`config.mk`:
```
export PLATFORM = sky130hd
export DESIGN_NAME = elc_top
export DESIGN_NICKNAME = d
export VERILOG_FILES = /design/src/hdl/elc_pkg.sv /design/src/hdl/elc_top.sv
export VERILOG_INCLUDE_DIRS = /design/src /design/src/hdl
export SDC_FILE = /design/constraint.sdc
export NUM_CORES = 1
export LEC_CHECK = 0
export BUFFER_PORTS_ARGS = -buffer_cell sky130_fd_sc_hd__buf_4
export CORE_ASPECT_RATIO = 2
export CORE_UTILIZATION = 56
export CTS_BUF_LIST = sky130_fd_sc_hd__clkbuf_16
export DETAILED_ROUTE_END_ITERATION = 10
export GPL_TIMING_DRIVEN = 1
export HOLD_SLACK_MARGIN = 0.12
export PLACE_DENSITY = 0.77
export SETUP_SLACK_MARGIN = 0.15
export SYNTH_ARGS = -nofsm -noshare
export SYNTH_HDL_FRONTEND = slang
export SYNTH_SLANG_ARGS = --single-unit
export TNS_END_PERCENT = 1
```
`constraint.sdc`:
```
create_clock -name clk_i -period 2.87 [get_ports clk_i]
set_clock_uncertainty 0.15 [all_clocks]
set_input_delay 0 -clock clk_i [delete_from_list [all_inputs] [get_ports clk_i]]
set_output_delay 0 -clock clk_i [all_outputs]
set_load 0.01 [all_outputs]
```
`src/hdl/elc_defines.svh`:
```
// Purpose: Constants of the external line interrupt/event controller
// Assumes: 32-bit classic Wishbone register access
// Notes: Offsets are register word indices (address bits 4:2) within the bank
`ifndef ELC_DEFINES_SVH
`define ELC_DEFINES_SVH

`define ELC_LINES 19
`define ELC_PIN_LINES 16
`define ELC_LINE_LVD 16
`define ELC_LINE_RTC 17
`define ELC_LINE_USB 18
`define ELC_BASE_ADDR 32'h4001_0400
`define ELC_DEC_HI 31
`define ELC_DEC_LO 5
`define ELC_IDX_HI 4
`define ELC_IDX_LO 2
`define ELC_OFF_IRQ_UNMASK 3'h0
`define ELC_OFF_EVT_UNMASK 3'h1
`define ELC_OFF_RISE_EN 3'h2
`define ELC_OFF_FALL_EN 3'h3
`define ELC_OFF_SOFT_TRIG 3'h4
`define ELC_OFF_PENDING 3'h5
`define ELC_RESET_VAL 19'h0_0000
`define ELC_SEL_WORD 4'hF
`define ELC_RSVD_ZERO 13'h0000

`endif

```
`src/hdl/elc_pkg.sv`:
```
// Purpose: Types of the external line interrupt/event controller
// Assumes: Used with elc_defines.svh
// Notes: One-hot bus answer states
package elc_pkg;

   typedef enum logic [1:0] {
      ELC_ST_IDLE = 2'b01,
      ELC_ST_ACK = 2'b10
   } elc_bus_state_type;

   typedef logic [18:0] elc_line_vec_type;

endpackage

```
`src/hdl/elc_top.sv`:
```
// Purpose: External line interrupt and event controller, 19 lines
// Assumes: Pin line source selection is done outside; lines are async
// Notes: Registers on classic Wishbone, one-cycle registered ack
// Notes: Reads outside the six-word bank return zero with an ack
// Notes: A new trigger beats a pending clear in the same cycle
// Notes: Edges are ignored until the line history has filled
//
// The Wishbone interface to the registers was left to the implementer.
`timescale 1ns/100ps
`default_nettype none
`include "elc_defines.svh"

module elc_top (
   input wire logic clk_i,
   input wire logic rst_i,
   input wire logic wb_cyc_i,
   input wire logic wb_stb_i,
   input wire logic wb_we_i,
   input wire logic [31:0] wb_adr_i,
   input wire logic [3:0] wb_sel_i,
   input wire logic [31:0] wb_dat_i,
   output logic [31:0] wb_dat_o,
   output logic wb_ack_o,
   input wire logic [15:0] pin_line_i,
   input wire logic low_voltage_detect_i,
   input wire logic rtc_alarm_i,
   input wire logic usb_wakeup_i,
   output logic [18:0] line_irq_o,
   output logic [18:0] line_event_o,
   output logic [18:0] wakeup_o
);

   // Helpers shared by the read mux and the write strobes
   // Register index of a bus address
   function automatic logic [2:0] f_index(input logic [31:0] adr);
      f_index = adr[`ELC_IDX_HI:`ELC_IDX_LO];
   endfunction

   // Address falls inside the six-word bank
   // Base is copied to a variable so that its upper bits can be sliced
   function automatic logic f_hit(input logic [31:0] adr);
      logic [2:0] idx;
      logic [31:0] base;
      idx = adr[`ELC_IDX_HI:`ELC_IDX_LO];
      base = `ELC_BASE_ADDR;
      f_hit = (adr[`ELC_DEC_HI:`ELC_DEC_LO] ==
               base[`ELC_DEC_HI:`ELC_DEC_LO]) &&
              (idx <= `ELC_OFF_PENDING);
   endfunction

   // Write strobe for one register
   function automatic logic f_wr(input logic wr, input logic [31:0] adr,
                                 input logic [2:0] off);
      f_wr = wr && f_hit(adr) && (f_index(adr) == off);
   endfunction

   // Register state
   elc_pkg::elc_bus_state_type bus_state_reg, bus_state_next;
   logic [31:0] dat_reg, dat_next;
   elc_pkg::elc_line_vec_type irq_unmask_reg, irq_unmask_next;
   elc_pkg::elc_line_vec_type evt_unmask_reg, evt_unmask_next;
   elc_pkg::elc_line_vec_type rise_en_reg, rise_en_next;
   elc_pkg::elc_line_vec_type fall_en_reg, fall_en_next;
   elc_pkg::elc_line_vec_type soft_reg, soft_next;
   elc_pkg::elc_line_vec_type pend_reg, pend_next;
   elc_pkg::elc_line_vec_type sync1_reg, sync1_next;
   elc_pkg::elc_line_vec_type sync2_reg, sync2_next;
   elc_pkg::elc_line_vec_type prev_reg, prev_next;
   elc_pkg::elc_line_vec_type irq_reg, irq_next;
   elc_pkg::elc_line_vec_type evt_reg, evt_next;
   elc_pkg::elc_line_vec_type wake_reg, wake_next;

   // Combinational line and bus signals
   elc_pkg::elc_line_vec_type raw_lines;
   elc_pkg::elc_line_vec_type rise_det;
   elc_pkg::elc_line_vec_type fall_det;
   elc_pkg::elc_line_vec_type soft_set;
   elc_pkg::elc_line_vec_type trig;
   logic req;
   logic wr_now;
   logic [18:0] wdat;

   // Fill flags that travel with the first samples after reset
   logic fill1_reg, fill1_next;
   logic fill2_reg, fill2_next;
   logic fill3_reg, fill3_next;
   elc_pkg::elc_line_vec_type hist_ok;

   // Port selection happens outside; bit n is always line n
   // Pin lines from the selected port pins
   // Internal sources on the upper three lines
   assign raw_lines = {usb_wakeup_i, rtc_alarm_i, low_voltage_detect_i,
                       pin_line_i};

   // Writes land on the ack edge, while the master still holds the request
   // Bus request and write moment (the ack edge)
   assign req = wb_cyc_i && wb_stb_i;
   assign wr_now = req && wb_we_i && (bus_state_reg == elc_pkg::ELC_ST_ACK)
                   && (wb_sel_i == `ELC_SEL_WORD);
   assign wdat = wb_dat_i[`ELC_LINES-1:0];

   // Every access is acked, mapped or not, so a stray one never hangs
   // Read data is captured at the taking edge and stands with ack
   // Bus answer state and read data
   always_comb begin
      bus_state_next = elc_pkg::ELC_ST_IDLE;
      dat_next = dat_reg;
      unique case (bus_state_reg)
         elc_pkg::ELC_ST_IDLE: begin
            if (req) begin
               bus_state_next = elc_pkg::ELC_ST_ACK;
               dat_next = 32'h0000_0000;
               if (!wb_we_i && f_hit(wb_adr_i)) begin
                  unique case (f_index(wb_adr_i))
                     `ELC_OFF_IRQ_UNMASK:
                        dat_next = {`ELC_RSVD_ZERO, irq_unmask_reg};
                     `ELC_OFF_EVT_UNMASK:
                        dat_next = {`ELC_RSVD_ZERO, evt_unmask_reg};
                     `ELC_OFF_RISE_EN:
                        dat_next = {`ELC_RSVD_ZERO, rise_en_reg};
                     `ELC_OFF_FALL_EN:
                        dat_next = {`ELC_RSVD_ZERO, fall_en_reg};
                     `ELC_OFF_SOFT_TRIG:
                        dat_next = {`ELC_RSVD_ZERO, soft_reg};
                     default:
                        dat_next = {`ELC_RSVD_ZERO, pend_reg};
                  endcase
               end
            end
         end
         elc_pkg::ELC_ST_ACK: begin
            bus_state_next = elc_pkg::ELC_ST_IDLE;
         end
         default: begin
            bus_state_next = elc_pkg::ELC_ST_IDLE;
         end
      endcase
   end

   always_ff @(posedge clk_i) begin
      if (rst_i) begin
         bus_state_reg <= elc_pkg::ELC_ST_IDLE;
         dat_reg <= 32'h0000_0000;
      end else begin
         bus_state_reg <= bus_state_next;
         dat_reg <= dat_next;
      end
   end

   // Ack comes from the state flop, one cycle after the request
   assign wb_ack_o = (bus_state_reg == elc_pkg::ELC_ST_ACK);
   assign wb_dat_o = dat_reg;

   // Configuration registers, one bit per line
   always_comb begin
      irq_unmask_next = irq_unmask_reg;
      evt_unmask_next = evt_unmask_reg;
      rise_en_next = rise_en_reg;
      fall_en_next = fall_en_reg;
      soft_next = soft_reg;
      // A partial-word write is acked but changes nothing
      // Interrupt unmask write
      if (f_wr(wr_now, wb_adr_i, `ELC_OFF_IRQ_UNMASK))
         irq_unmask_next = wdat;
      if (f_wr(wr_now, wb_adr_i, `ELC_OFF_EVT_UNMASK))
         evt_unmask_next = wdat;
      if (f_wr(wr_now, wb_adr_i, `ELC_OFF_RISE_EN))
         rise_en_next = wdat;
      if (f_wr(wr_now, wb_adr_i, `ELC_OFF_FALL_EN))
         fall_en_next = wdat;
      if (f_wr(wr_now, wb_adr_i, `ELC_OFF_SOFT_TRIG))
         soft_next = wdat;
   end

   always_ff @(posedge clk_i) begin
      if (rst_i) begin
         irq_unmask_reg <= `ELC_RESET_VAL;
         evt_unmask_reg <= `ELC_RESET_VAL;
         rise_en_reg <= `ELC_RESET_VAL;
         fall_en_reg <= `ELC_RESET_VAL;
         soft_reg <= `ELC_RESET_VAL;
      end else begin
         irq_unmask_reg <= irq_unmask_next;
         evt_unmask_reg <= evt_unmask_next;
         rise_en_reg <= rise_en_next;
         fall_en_reg <= fall_en_next;
         soft_reg <= soft_next;
      end
   end

   // Rewriting a set bit does not fire; software writes 0 to re-arm
   // A 0-to-1 write of a trigger bit fires at once
   assign soft_set = soft_next & ~soft_reg;

   // History is trusted only once real samples fill it, so a line
   // already high when reset ends does not look like a rising edge
   assign hist_ok = {`ELC_LINES{fill3_reg}};

   // Edges from synchronised input versus previous sample
   assign rise_det = sync2_reg & ~prev_reg & hist_ok;
   assign fall_det = ~sync2_reg & prev_reg & hist_ok;

   // Trigger per line from its own enables
   // Pure bitwise logic, no line couples to another
   assign trig = (rise_det & rise_en_reg) | (fall_det & fall_en_reg) |
                 soft_set;

   // Line synchronisers and edge history
   // Two flops bring the async lines into the clock domain; the third
   // keeps the previous sample for the edge compare
   always_comb begin
      sync1_next = raw_lines;
      sync2_next = sync1_reg;
      prev_next = sync2_reg;
      fill1_next = 1'h1;
      fill2_next = fill1_reg;
      fill3_next = fill2_reg;
   end

   always_ff @(posedge clk_i) begin
      if (rst_i) begin
         sync1_reg <= `ELC_RESET_VAL;
         sync2_reg <= `ELC_RESET_VAL;
         prev_reg <= `ELC_RESET_VAL;
         fill1_reg <= 1'h0;
         fill2_reg <= 1'h0;
         fill3_reg <= 1'h0;
      end else begin
         sync1_reg <= sync1_next;
         sync2_reg <= sync2_next;
         prev_reg <= prev_next;
         fill1_reg <= fill1_next;
         fill2_reg <= fill2_next;
         fill3_reg <= fill3_next;
      end
   end

   // Pending flags and outputs
   always_comb begin
      pend_next = pend_reg;
      // Write one clears a pending flag
      if (f_wr(wr_now, wb_adr_i, `ELC_OFF_PENDING))
         pend_next = pend_reg & ~wdat;
      // Only an unmasked interrupt sets pending, set wins
      pend_next = pend_next | (trig & irq_unmask_reg);
      // The next unmask value lets a mask write drop the request at once
      // Interrupt request held while pending and unmasked
      irq_next = pend_next & irq_unmask_next;
      // Event pulse lasts one clock per trigger
      evt_next = trig & evt_unmask_reg;
      wake_next = irq_next | evt_next;
   end

   always_ff @(posedge clk_i) begin
      if (rst_i) begin
         pend_reg <= `ELC_RESET_VAL;
         irq_reg <= `ELC_RESET_VAL;
         evt_reg <= `ELC_RESET_VAL;
         wake_reg <= `ELC_RESET_VAL;
      end else begin
         pend_reg <= pend_next;
         irq_reg <= irq_next;
         evt_reg <= evt_next;
         wake_reg <= wake_next;
      end
   end

   // One request, event and wakeup bit per line
   assign line_irq_o = irq_reg;
   assign line_event_o = evt_reg;
   assign wakeup_o = wake_reg;

endmodule // elc_top

`default_nettype wire

```
==> run_results.csv <==
group,metric,value,unit
worst_setup_path,crit_path_start_kind,"register",
finish,layout.core_utilization,72.8,%
sta,post-route-min-period,2590,ps
cts,cts_setup_buffers,0,
placement,dpl.hpwl,19800,um
detailed_routing,drt-vias-per-instance,5.98,
pwr,power.switching_fraction,23.2,%
synthesis,synth_seq_cells,252,
worst_setup_path,critical_path.n_buffers_inverters,1,
cts,clock_path_buffers,3,
pwr,sequentialPowerShare,51.6,%
finish,final_net_count,1445,
worst_setup_path,critPathRequiredTime,3150,ps
placement,dp_slack,373,ps
global_route,use_met2,60.2,%
hold_path,hold_path.class,"input port to register",
worst_setup_path,cp-end-kind,"register",
sta,fmax,0.387,GHz
floorplanning,rows,70,
sta,setup_repair_after_global_routing_missed_its_margin,"false",
worst_setup_path,worst-path-max-fanout,10,
global_route,pin_count_of_the_biggest_net_entering_global_routing,137,
global_route,grt.total_usage,32.6,%
finish,share_of_layout_cells_above_drive_strength_1,21.8,%
floorplanning,design.portCount,182,
sta,max_slew_margin,49.1,%
worst_setup_path,setup.worst_path.class,"register to register",
sta,setup_viol,0,
global_route,grt_most_used_layer,"met2",
pwr,p_sw,1.60,mW
floorplanning,core_area,0.0182,sq mm
sta,timing_hold_violations_final,0,
worst_setup_path,regToRegSetupSlack,280,ps
cts,ctsHtreeMaxLevel,1,
global_route,groute.layer.met1.usage,31.9,%
cts,tritoncts,"built",
cts,cts.sinks,252,
detailed_routing,route.vias.total,9485,
global_route,global_route.overflow_total,0,
placement,place.gp.congestion,0.892,
pwr,part_of_the_total_power_dissipated_in_the_clock_network,41.7,%
global_route,grtUsageMet3,4.10,%
outcome,run_status,"finished, violations left",
detailed_routing,remaining_drc_errors,7,
cts,cts_buffers,22,
sta,totalNegativeSetupSlack,0,ps
worst_setup_path,critical_path.cell_chain,"nand2b_4, nor4_2, nand4_2, buf_12, mux2_2, o21bai_1",
sta,finalWorstSetupSlack,284,ps
synthesis,instance_count_of_the_mapped_netlist,1132,
detailed_routing,wl,31400,um
finish,synthToLayoutAreaGrowth,27.3,%
pwr,power_density,520,mW/mm^2
synthesis,seq_area_frac_synth,48.4,%
synthesis,mappedNetlistArea,0.0104,sq mm
pwr,pwr-share-comb,6.8,%
synthesis,asyncSetResetFlopFracSynth,0,%
placement,port-buffer-count,153,
sta,worst_margin_slew,759,ps
synthesis,postSynthAreaPerCell,9.20,sq um
worst_setup_path,critical_path.max_stage_delay,600,ps
global_route,number_of_antenna_violations_at_the_first_check_in_global_routing,1,
global_route,first_pass_grt_wire_length,48900,um
cts,path_clk_slew,70,ps
synthesis,ys_types,51,
floorplanning,die_x,98.4,um
worst_setup_path,path_delay_family,"simple AND/OR/NAND/NOR gates",
cts,clock_tree.root_cell,"clkbuf_16",
detailed_routing,drtIter0Drc,533,
outcome,violations_in_the_final_reports,"DRC",
floorplanning,initial_utilization,57.2,%
detailed_routing,final_antenna_net_count,0,
synthesis,warnings_synthesis,0,
pwr,static-leakage-power,5.52,nW
cts,clk-insertion-delay-late,510,ps
synthesis,synth_flop_cell,"dfxtp_1",
sta,timing.final.max_slew_violations,0,
detailed_routing,drt-pass1-iter-count,9,
floorplanning,die_outline_area,0.0192,sq mm
finish,fillerInstances,1380,
floorplanning,die_height,195,um
worst_setup_path,cpMaxStageDelayCell,"nand4_2",
synthesis,synth-edff-count,0,
worst_setup_path,crit_arrival,2870,ps
detailed_routing,wl_per_cell,19.8,um
sta,period_share,90.1,%
run,drv_cap,0,
global_route,grt_pass1_vias,9724,
pwr,peakVddDrop,0.517,mV
pwr,internal_power,5.30,mW
sta,final.hold.worst_slack,144,ps
kinds of logic after synthesis:
group | Yosys count | synth area share (%)
flip-flops | 252 | 48.4
buffers and inverters | 126 | 5.55
other | 1 | 0.0360
AND/OR/NAND/NOR | 435 | 20.6
AO/OA/AOI/OAI | 221 | 15.3
multiplexers | 97 | 10.1
layer usage:
| layer | share of wire (%) | vias to the layer above |
|---|---|---|
| li1 | - | 4362 |
| met1 | 34 | 4529 |
| met2 | 53 | 447 |
| met3 | 5.9 | 147 |
| met4 | 7.8 | 0 |
| met5 | 0 | - |
layout by cell type, fill, tap and decap left out, types with 3 or more instances in the layout:
cell type      count
dfxtp_1          252
nand2_1          187
buf_4            184
nor2_1           107
dlygate4sd3_1     82
a21oi_1           66
mux2i_1           62
nor2b_1           60
inv_1             43
mux2_2            32
o21ai_0           28
clkbuf_16         23
and4_1            22
nand3b_1          20
a32oi_1           19
o211a_1           19
a31o_2            19
o21bai_1          19
o41ai_1           16
conb_1            13
a221oi_1           8
o221ai_1           8
clkinv_2           8
or2_2              6
o2111ai_1          6
nand2b_1           5
clkinv_1           4
nor4_2             3
nand3_1            3
nor4_1             3
o41ai_2            3
mux4_2             3
a22oi_1            3
cell usage after synthesis, types with 8 or more instances:
master | n | share of area [%]
o41ai_1 | 16 | 1.3
nor2b_1 | 60 | 3.6
mux2_2 | 32 | 3.5
a221oi_1 | 8 | 0.67
o21ai_0 | 29 | 1.4
clkbuf_1 | 47 | 1.7
o221ai_1 | 8 | 0.67
o21bai_1 | 19 | 1.4
inv_1 | 41 | 1.5
nand3b_1 | 20 | 1.4
mux2i_1 | 62 | 6.0
a21oi_1 | 66 | 3.2
dfxtp_1 | 252 | 48
nand2_1 | 187 | 6.7
a31o_2 | 19 | 1.6
nor2_1 | 107 | 3.9
buf_2 | 9 | 0.43
buf_4 | 15 | 1.1
o211a_1 | 19 | 1.8
a32oi_1 | 19 | 1.6
and4_1 | 22 | 1.8
area by class of cell:
cell class                      count  area, sq um  area share (%)
Sequential cell                   252         5040            38.0
Multi-Input combinational cell    766         4850            36.6
Timing Repair Buffer              268         2240            16.9
Clock buffer                       23          576            4.34
Tap cell                          216          270            2.04
Inverter                           43          161            1.22
Clock inverter                     17          113           0.849
Antenna cell                        1         2.50          0.0189
through the flow:
| stage | power (mW) | area (sq um) | std cells |
|---|---|---|---|
| final | 6.89 | 13300 | 1586 |
| after floorplan | 3.83 | 10500 | 1144 |
| after CTS | 6.89 | 13300 | 1585 |
| after global routing | 7.06 | 13300 | 1586 |
| after global placement | 3.99 | 11700 | 1463 |
| after detailed placement | 4.00 | 11700 | 1463 |
final timing paths:
check	from	to	cells past startpoint
max	bus_state_reg[0]	wakeup_o[4]	6
min	wb_adr_i[14]	pend_reg[8]	6
max reg2reg	bus_state_reg[0]	wakeup_o[4]	6
min reg2reg	sync1_reg[17]	prev_next[17]	1
power groups by stage:
stage,registers (mW),clock network [mW],logic [mW]
after floorplan,3.62,0,0.210
after global placement,3.63,0,0.362
after detailed placement,3.63,0,0.369
after CTS,3.55,2.88,0.455
after global routing,3.55,3.01,0.497
final,3.55,2.87,0.468
worst register-to-register path: cells and delay by family (launching register included):
| family | cells | cell delay [ps] |
|---|---|---|
| buffers and inverters | 1 | 390 |
| flip-flops | 1 | 320 |
| multiplexers | 1 | 330 |
| AND/OR/NAND/NOR | 3 | 1170 |
| AO/OA/AOI/OAI | 1 | 170 |
what timing repair did:
item                      CTS  global route
hold buffers               82             0
gates resized for setup     0             0
hold endpoints to repair  252             0
Note: power is estimated with default switching activity, not from simulation.
